File: src/pkg/ppc_pkg.sv
// Package with register map, reset values and shared types of the port pin control block.
package ppc_pkg;
  localparam int unsigned PPC_W = 8;
  localparam logic [7:0] PPC_OFF_P2_LATCH  = 8'hA0;
  localparam logic [7:0] PPC_OFF_P2_INCFG  = 8'hA5;
  localparam logic [7:0] PPC_OFF_P2_DRIVE  = 8'hA6;
  localparam logic [7:0] PPC_OFF_P3_LATCH  = 8'hB0;
  localparam logic [7:0] PPC_OFF_P2_BYPASS = 8'hD6;
  localparam logic [7:0] PPC_OFF_P3_INCFG  = 8'hF4;
  localparam logic [7:0] PPC_RST_P2_LATCH  = 8'hFF;
  localparam logic [7:0] PPC_RST_P2_INCFG  = 8'hFF;
  localparam logic [7:0] PPC_RST_P2_DRIVE  = 8'h00;
  localparam logic [7:0] PPC_RST_P3_LATCH  = 8'hFF;
  localparam logic [7:0] PPC_RST_P2_BYPASS = 8'h00;
  localparam logic [7:0] PPC_RST_P3_INCFG  = 8'hFF;
  localparam logic [7:0] PPC_P3_SMALL_MASK = 8'h01;
  localparam logic [7:0] PPC_P3_LARGE_MASK = 8'hFF;
  localparam logic [7:0] PPC_P3_DRIVE      = 8'hFF;
  typedef logic [7:0] ppc_byte_t;
endpackage

File: src/pkg/ppc_pin_if.sv
// Interface carrying one port's configuration and pin signals between the modules.
interface ppc_pin_if;
  logic [7:0] latch;
  logic [7:0] incfg;
  logic [7:0] drive;
  logic [7:0] present;
  logic [7:0] pin_in;
  logic [7:0] pin_out;
  logic [7:0] pin_oe;
  logic [7:0] rd_value;
  modport ctrl (output latch, incfg, drive, present, pin_in, input pin_out, pin_oe, rd_value);
  modport pad  (input latch, incfg, drive, present, pin_in, output pin_out, pin_oe, rd_value);
endinterface

File: src/verilog/ppc_pad_bank.sv
// Pad logic of one eight-pin port: drive, enable and readback per pin.
module ppc_pad_bank (
  ppc_pin_if.pad p
);
  import ppc_pkg::*;
  generate
    for (genvar i = 0; i < 8; i++) begin : g_pin
      always_comb begin
        // Analog pins have no driver and no receiver; the drive mode is ignored.
        if (!p.incfg[i] || !p.present[i]) begin
          p.pin_out[i] = 1'b0;
          p.pin_oe[i]  = 1'b0;
        end else if (p.latch[i]) begin
          p.pin_out[i] = 1'b1;
          p.pin_oe[i]  = p.drive[i];
        end else begin
          p.pin_out[i] = 1'b0;
          p.pin_oe[i]  = 1'b1;
        end
        p.rd_value[i] = p.incfg[i] ? p.pin_in[i] : 1'b0;
      end
    end
  endgenerate
endmodule

File: src/verilog/ppc_top.sv
// Port 2 and port 3 pin control registers and pad control.
module ppc_top #(
  parameter bit LARGE_PACKAGE = 1'b1
) (
  // Clock and reset.
  input  wire  logic             clk_sys,
  input  wire  logic             reset_n,
  // Register port.
  input  wire  logic [7:0]       reg_addr,
  input  wire  logic [7:0]       reg_wdata,
  input  wire  logic             reg_wr,
  input  wire  logic             reg_rd,
  output       ppc_pkg::ppc_byte_t reg_rdata,
  // Port 2 pins.
  input  wire  logic [7:0]       p2_pin_in,
  output       ppc_pkg::ppc_byte_t p2_pin_out,
  output       ppc_pkg::ppc_byte_t p2_pin_oe,
  output       ppc_pkg::ppc_byte_t p2_pullup_en,
  // Port 3 pins.
  input  wire  logic [7:0]       p3_pin_in,
  output       ppc_pkg::ppc_byte_t p3_pin_out,
  output       ppc_pkg::ppc_byte_t p3_pin_oe,
  // Matrix bypass to the pin-assignment matrix.
  output       ppc_pkg::ppc_byte_t p2_matrix_skip
);
  import ppc_pkg::*;

  // ==========================================================
  // Registers
  ppc_byte_t second_port_latch_r, second_port_latch_nxt;
  ppc_byte_t second_port_input_config_r, second_port_input_config_nxt;
  ppc_byte_t second_port_drive_config_r, second_port_drive_config_nxt;
  ppc_byte_t third_port_latch_r, third_port_latch_nxt;
  ppc_byte_t third_port_input_config_r, third_port_input_config_nxt;
  ppc_byte_t second_port_bypass_bits_r, second_port_bypass_bits_nxt;
  ppc_byte_t rdata_r, rdata_nxt;
  ppc_byte_t p2_out_r, p2_oe_r, p2_pu_r, p3_out_r, p3_oe_r;
  ppc_byte_t p2_out_nxt, p2_oe_nxt, p2_pu_nxt, p3_out_nxt, p3_oe_nxt;
  ppc_byte_t p3_present;

  ppc_pin_if p2_if ();
  ppc_pin_if p3_if ();

  assign p3_present = LARGE_PACKAGE ? PPC_P3_LARGE_MASK : PPC_P3_SMALL_MASK;

  function automatic ppc_byte_t wr_reg(input ppc_byte_t cur, input logic [7:0] off);
    wr_reg = (reg_wr && reg_addr == off) ? reg_wdata : cur;
  endfunction

  always_comb begin
    second_port_latch_nxt        = wr_reg(second_port_latch_r, PPC_OFF_P2_LATCH);
    second_port_input_config_nxt = wr_reg(second_port_input_config_r, PPC_OFF_P2_INCFG);
    second_port_drive_config_nxt = wr_reg(second_port_drive_config_r, PPC_OFF_P2_DRIVE);
    // All eight bits store even on the small package.
    third_port_latch_nxt         = wr_reg(third_port_latch_r, PPC_OFF_P3_LATCH);
    third_port_input_config_nxt  = wr_reg(third_port_input_config_r, PPC_OFF_P3_INCFG);
    second_port_bypass_bits_nxt  = wr_reg(second_port_bypass_bits_r, PPC_OFF_P2_BYPASS);
  end

  // ==========================================================
  // Pad banks
  assign p2_if.latch   = second_port_latch_r;
  assign p2_if.incfg   = second_port_input_config_r;
  assign p2_if.drive   = second_port_drive_config_r;
  assign p2_if.present = PPC_P3_LARGE_MASK;
  assign p2_if.pin_in  = p2_pin_in;
  assign p3_if.latch   = third_port_latch_r;
  assign p3_if.incfg   = third_port_input_config_r;
  assign p3_if.drive   = PPC_P3_DRIVE;
  assign p3_if.present = p3_present;
  assign p3_if.pin_in  = p3_pin_in;

  ppc_pad_bank u_p2 (.p(p2_if.pad));
  ppc_pad_bank u_p3 (.p(p3_if.pad));

  // ==========================================================
  // Read data
  // The latch offsets return the pad readback, not the stored latch value.
  // A digital pin therefore shows the level that stands on the pin, so an
  // open-drain one held low from outside reads zero although its latch is one.
  // Analog pins are forced to zero inside the pad bank, and absent port 3
  // pins are masked here so that a stored but unused latch bit never shows.
  // Offsets that map to no register read as zero and ignore writes.
  always_comb begin
    rdata_nxt = 8'h00;
    if (reg_rd) begin
      case (reg_addr)
        PPC_OFF_P2_LATCH:  rdata_nxt = p2_if.rd_value;
        PPC_OFF_P2_INCFG:  rdata_nxt = second_port_input_config_r;
        PPC_OFF_P2_DRIVE:  rdata_nxt = second_port_drive_config_r;
        PPC_OFF_P3_LATCH:  rdata_nxt = p3_if.rd_value & p3_present;
        PPC_OFF_P3_INCFG:  rdata_nxt = third_port_input_config_r;
        PPC_OFF_P2_BYPASS: rdata_nxt = second_port_bypass_bits_r;
        default:           rdata_nxt = 8'h00;
      endcase
    end
  end

  // Read data stand for exactly one cycle after the strobe, then fall to zero.
  always_ff @(posedge clk_sys or negedge reset_n) begin
    if (!reset_n) begin
      rdata_r <= 8'h00;
    end else begin
      rdata_r <= rdata_nxt;
    end
  end

  // ==========================================================
  // Configuration registers
  // Every register takes its new value at the edge on which the write strobe
  // is sampled; the pins follow one cycle later through the pin registers.
  always_ff @(posedge clk_sys or negedge reset_n) begin
    if (!reset_n) begin
      second_port_latch_r        <= PPC_RST_P2_LATCH;
      second_port_input_config_r <= PPC_RST_P2_INCFG;
      second_port_drive_config_r <= PPC_RST_P2_DRIVE;
      third_port_latch_r         <= PPC_RST_P3_LATCH;
      third_port_input_config_r  <= PPC_RST_P3_INCFG;
      second_port_bypass_bits_r  <= PPC_RST_P2_BYPASS;
    end else begin
      second_port_latch_r        <= second_port_latch_nxt;
      second_port_input_config_r <= second_port_input_config_nxt;
      second_port_drive_config_r <= second_port_drive_config_nxt;
      third_port_latch_r         <= third_port_latch_nxt;
      third_port_input_config_r  <= third_port_input_config_nxt;
      second_port_bypass_bits_r  <= second_port_bypass_bits_nxt;
    end
  end

  // ==========================================================
  // Pin outputs
  // The pad banks decide drive level and enable per pin; these registers
  // only retime them so that every pin output comes from a flip-flop and
  // cannot glitch while the configuration registers change.
  // The weak pull-up follows the input configuration: an analog pin loses
  // its pull-up together with its driver and receiver.
  // Port 3 is always push-pull, and its absent pins keep the enable low.
  always_comb begin
    p2_out_nxt = p2_if.pin_out;
    p2_oe_nxt  = p2_if.pin_oe;
    p2_pu_nxt  = second_port_input_config_r;
    p3_out_nxt = p3_if.pin_out;
    p3_oe_nxt  = p3_if.pin_oe;
  end

  // During reset every pin floats: no drive and no pull-up.
  always_ff @(posedge clk_sys or negedge reset_n) begin
    if (!reset_n) begin
      p2_out_r <= 8'h00;
      p2_oe_r  <= 8'h00;
      p2_pu_r  <= 8'h00;
      p3_out_r <= 8'h00;
      p3_oe_r  <= 8'h00;
    end else begin
      p2_out_r <= p2_out_nxt;
      p2_oe_r  <= p2_oe_nxt;
      p2_pu_r  <= p2_pu_nxt;
      p3_out_r <= p3_out_nxt;
      p3_oe_r  <= p3_oe_nxt;
    end
  end

  // ==========================================================
  // Outputs
  // The bypass bits go to the matrix as a plain level straight from their
  // register; software should set them for analog and special-function pins.
  assign reg_rdata      = rdata_r;
  assign p2_pin_out     = p2_out_r;
  assign p2_pin_oe      = p2_oe_r;
  assign p2_pullup_en   = p2_pu_r;
  assign p3_pin_out     = p3_out_r;
  assign p3_pin_oe      = p3_oe_r;
  assign p2_matrix_skip = second_port_bypass_bits_r;
endmodule

File: config.mk
export PLATFORM = sky130hd
export DESIGN_NAME = ppc_top
export DESIGN_NICKNAME = d
export VERILOG_FILES = /design/src/pkg/ppc_pkg.sv /design/src/pkg/ppc_pin_if.sv /design/src/verilog/ppc_pad_bank.sv /design/src/verilog/ppc_top.sv
export SDC_FILE = /design/constraint.sdc
export NUM_CORES = 1
export LEC_CHECK = 0
export BUFFER_PORTS_ARGS = -buffer_cell sky130_fd_sc_hd__buf_2
export CORE_ASPECT_RATIO = 0.9
export CORE_UTILIZATION = 42
export DETAILED_ROUTE_END_ITERATION = 7
export PLACE_DENSITY = 0.65
export RECOVER_POWER = 50
export SYNTH_ARGS = -nofsm -noshare
export SYNTH_HDL_FRONTEND = slang
export SYNTH_SLANG_ARGS = --single-unit
export TNS_END_PERCENT = 50
File: constraint.sdc
create_clock -name clk_sys -period 1.3 [get_ports clk_sys]
set_input_delay 0.065 -clock clk_sys [delete_from_list [all_inputs] [get_ports clk_sys]]
set_output_delay 0.065 -clock clk_sys [all_outputs]
set_load 0.02 [all_outputs]
# Yosys cells after proc, flatten, opt, wreduce, memory -nomap -nowiden
# Index checks and enable logic that the tools add are counted.
[totals]
register_bits = 96
elab_cells = 98
out_inout_bits = 56
input_bits = 36
[classes]
n_mux = 74
reduce_logical = 6
eq_ne = 6
[op_table]
columns = ["operator", "count"]
rows = [
  ["$mux W1", 72],
  ["$eq A8 B8 Y1 const B", 6],
  ["$pmux W8 S6", 1],
  ["$mux W8", 1],
  ["$logic_and A1 B1 Y1", 6],
]

# Logic depth before layout (Yosys ltp)
[depth]
word_depth = 3
depth_mapped = 7
mapped_depth_nobuf = 4

# Cells and area by module
# Synthesis repeated with hierarchy kept, for this count alone.
[unflattened]
cells_unflattened = 315
hier_area_um2 = 4025.1
[by_module_without_submodules]
columns = ["module", "seq_area_each_um2", "instances", "cells_per_inst", "area_per_inst_um2"]
rows = [
  ["ppc_top", 2442.3, 1, 235, 3564.7],
  ["ppc_pad_bank", 0.0, 2, 40, 230.2],
]

# Least setup slack after synthesis
# No wires, ideal clock.
[synth_timing]
path_type = "input -> register"
startpoint = "input reg_addr[1]"
endpoint = "register third_port_input_config_r[0] (netlist: p3_if.incfg[0])"
stages = 5
slack_ps = -301
setup_time_ps = 82
required_ps = 1218
arrival_time_ps = 1519
path_buffers = 1
path_cell_list = "or3b_4 -> nor3_2 -> and3_1 -> buf_4 -> mux2_2"
[synth_between]
elab_chain_len = 2
[synth_lines]
columns = ["item", "line", "text"]
rows = [
  ["from (decl)", "ppc_top.sv:9", "input wire logic [7:0] reg_addr,"],
  ["$eq A8 B8 Y1", "ppc_top.sv:47", "wr_reg = (reg_wr && reg_addr == off) ? reg_wdata : cur;"],
  ["$logic_and A1 B1 Y1", "ppc_top.sv:47", ""],
  ["to (signal assigned)", "ppc_top.sv:125", "third_port_input_config_r <= third_port_input_config_nxt;"],
  ["to (decl)", "ppc_top.sv:34", "ppc_byte_t third_port_input_config_r, third_port_input_config_nxt;"],
]
# Every way passes these cells.
# A chain may end at the register's enable or synchronous reset.

# Worst setup path in the final report
# Ends and elaborated chain as after synthesis.

==> run summary <==
• antenna viol nets, final: 0
• synthesis-stage register bit count: 96
• TritonCTS clock tree: built
• crit-path max FO: 6
• maximum VDD drop: 739 µV
• fraction of post-synthesis cell area in the top cell type by area: 0.433
• CP endpoint kind: register
• clock share of power: 0.326
• Syn Std Cell Area: 3700 µm²
• cell taking the most area after synthesis: dfrtp_1
• clock skew after layout: 0.0119 ns
• Period Utilization, post-route: 0.972
• drt first pass iters: 4
• # rows: 32
• timing-limited maximum frequency: 791 MHz
• clk sink count: 96
• sequence of cells on the critical path: buf_2, or3b_4, nor3_4, and3_2, buf_12, mux2_2
• Total Wirelength: 8360 µm
• maximum number of pins on one net before global-route repair: 97
• logic gate share of total power: 0.086
• GRT Overall Usage: 0.197
• PortBufs: 91
• Setup violations, final: 0
• cell family with most CP delay: simple AND/OR/NAND/NOR gates
• Die ar.: 9190 µm²
• depth of the CTS H-tree: 3
• YS warnings: 0
• total via count after detailed routing: 2467
• number of DRC markers in iteration 0: 81
• Hold Fails Final Rpt: 0
• cells after synthesis: 251
• worst rel slew slack: 0.436
• fraction of final layout cells with drive strength greater than 1: 0.531
• area of combinational cells with multiple inputs: 1250 µm²
• via count of the first global-routing pass: 2526
• post-CTS setup-driven buffer insertion count: 0
• cell count after placement: 477
• Post-Syn Nets: 287
• sequential element share of the synthesized area: 0.660
• Max Slew Vio Count: 0
• number of buffers on the longest clock path: 2
• final std cells w/o fill: 496
• number of flops mapped to enable cells by yosys: 0
• worst skew pair latency: 0.37 ns
• number of maximum-capacitance constraint violations: 0
• Area growth syn-to-layout: 27.9%
• Clock Root Buffer: clkbuf_8
• post-DR wirelength/cell: 16.8 µm
• Crit path arrival time: 1.56 ns
• Post-Syn Area per Cell: 14.7 µm²
• storage element area: 2440 µm²
• Crit path largest cell delay: 0.42 ns
• distinct cell type count of the synthesized netlist: 27
• GRT Residual Overflow: 0
• DR vias/cell: 4.97
• switching power: 1340 µW
• Place WS: -0.359 ns
• Async SR Flop Fraction: 1.00
• post-layout worst setup margin: 0.0359 ns
• prevailing post-synth register cell: dfrtp_1
• count of boundary I/O pins: 92
• number of CTS-inserted buffers: 9
• starting utilization of the core area: 0.432
• Setup crit start kind: input pin
• number of fill cells: 749
• part of the total power dissipated in sequential elements: 0.588
• post-DP HPWL: 5840 µm
• run status: finished clean
• type of the tightest min-delay check: in2reg
• # nets final: 408
• Slew @ Worst Pin: 0.846 ns
• clock-pin slew reported for the worst setup and hold paths after clock tree synthesis: 0.09 ns
• initial antenna violation count: 0
• Floorplan Core Area: 8570 µm²
• sw frac: 0.248
• number of remaining DRC errors: 0
• path type of the worst setup path: in2reg
• leading cell types by total area after synthesis: dfrtp_1, dfstp_2, mux2_2
• die outline width: 101 µm
• Power per Cell Area: 1150 nW/µm²
• Min Clock Period, post-route: 1.26 ns
• global-route wire length before repair: 13200 µm
• worst path required time: 1.59 ns
• Crit-path slowest cell: or3b_4
• Routability Congestion: 0.836
• crit path buf inv count: 2
• RSZ-0062 raised after global routing: false
• die height: 91.0 µm
• number of diodes: 0
• Leak: 0.00243 µW
• internal power component: 4080 µW
==> worst register-to-register path, delay by kind of cell (launching register included) <==
kind             cells  cell delay [ns]
AND/OR/NAND/NOR      1             0.09
AO/OA/AOI/OAI        3             0.40
flip-flops           1             0.65
==> power groups by stage <==
| stage | Clock (µW) | Sequential [µW] | Combinational [µW] |
|---|---|---|---|
| after global placement | 0 | 3260 | 461 |
| after floorplan | 0 | 3300 | 152 |
| after global routing | 1960 | 3210 | 509 |
| final | 1770 | 3190 | 465 |
| after CTS | 1840 | 3200 | 477 |
| after detailed placement | 0 | 3260 | 468 |
==> cell type report <==
class,instances,share of cell area
clock buffers,11,0.0299
clock inverters,5,0.00873
inverters,9,0.00714
multi-input cells,139,0.264
flip-flops and latches,96,0.516
well taps,119,0.0315
repair buffers,117,0.143
==> synth_stat cells (all sizes together) (2+ instances only) <==
library cell / number
and3: 2
nand3: 12
nor2: 3
inv: 9
a21oi: 3
nand2: 5
a22oi: 8
a21boi: 8
and2: 19
a32oi: 3
a31oi: 5
o2bb2ai: 3
dfrtp: 64
dfstp: 32
a21o: 13
mux2: 48
buf: 6
==> logic make-up after synthesis <==
family	share of synthesized area
simple gates	0.0883
flops	0.660
buf+inv	0.0196
mux	0.146
compound gates	0.0856
==> per-stage QoR <==
stage                util  hold slack (ns)  TNS, ns  total power, µW  cell area [µm²]
floorplan               -           -0.231    -9.84             3450             3770
global placement    0.528            0.152   -13.11             3720             4530
detailed placement  0.528            0.156   -14.18             3730             4530
CTS                 0.553          0.00693        0             5520             4740
global route        0.552           0.0105        0             5680             4730
finish              0.552           0.0193        0             5430             4730
==> routing by layer <==
layer / up-vias / wire, µm / track usage
li1: 1134 / - / -
met1: 1242 / 4050 / 0.275
met2: 81 / 3730 / 0.289
met3: 10 / 488 / 0.0654
met4: 0 / 96 / 0.0664
met5: - / 0 / 0
==> layout by cell type, fill, tap and decap left out, types with 3 or more instances in the layout <==
cell            n
mux2_4         15
buf_2          90
nand3_1        10
clkbuf_8       10
a32oi_1         3
a22oi_1         8
dfstp_2        16
and2_1         14
mux2_2         33
nand2_1         5
buf_4          21
a21boi_0        8
dfstp_1        16
o2bb2ai_1       3
dlygate4sd3_1   3
a21oi_1         3
nor2_1          3
a21o_1         13
inv_1           9
dfrtp_1        64
a31oi_1         5
and2_0          5
==> flip-flops by register name (all words and copies together), names as in the netlist <==
name and count:
p2_if.incfg 8, p3_if.incfg 8, p3_if.latch 8, p2_pin_out 8, p2_if.latch 8, p3_pin_oe 8
p3_pin_out 8, p2_pin_oe 8, p2_matrix_skip 8, p2_if.drive 8, reg_rdata 8, p2_pullup_en 8
==> worst paths after layout <==
kind / startpoint / slack, ns / to / cells after the start
min in group asynchronous: reset_n / 0.40 / p3_pin_out[3] / 3
max reg2reg: p3_if.incfg[2] / 0.08 / reg_rdata[2] / 4
min reg2reg: p3_if.incfg[7] / 0.43 / p3_pin_oe[7] / 0
min: reg_wdata[4] / 0.02 / p3_if.latch[4] / 2
max in group asynchronous: reset_n / 0.28 / reg_rdata[2] / 3
max: reg_addr[1] / 0.04 / p3_if.incfg[0] / 6
==> timing repair <==
action,in CTS,in global routing
hold buffers,3,0
resized for setup,0,1
hold endpoints to repair,67,0
setup endpoints to repair,0,1
No activity file was read; power rests on OpenSTA's default activity.
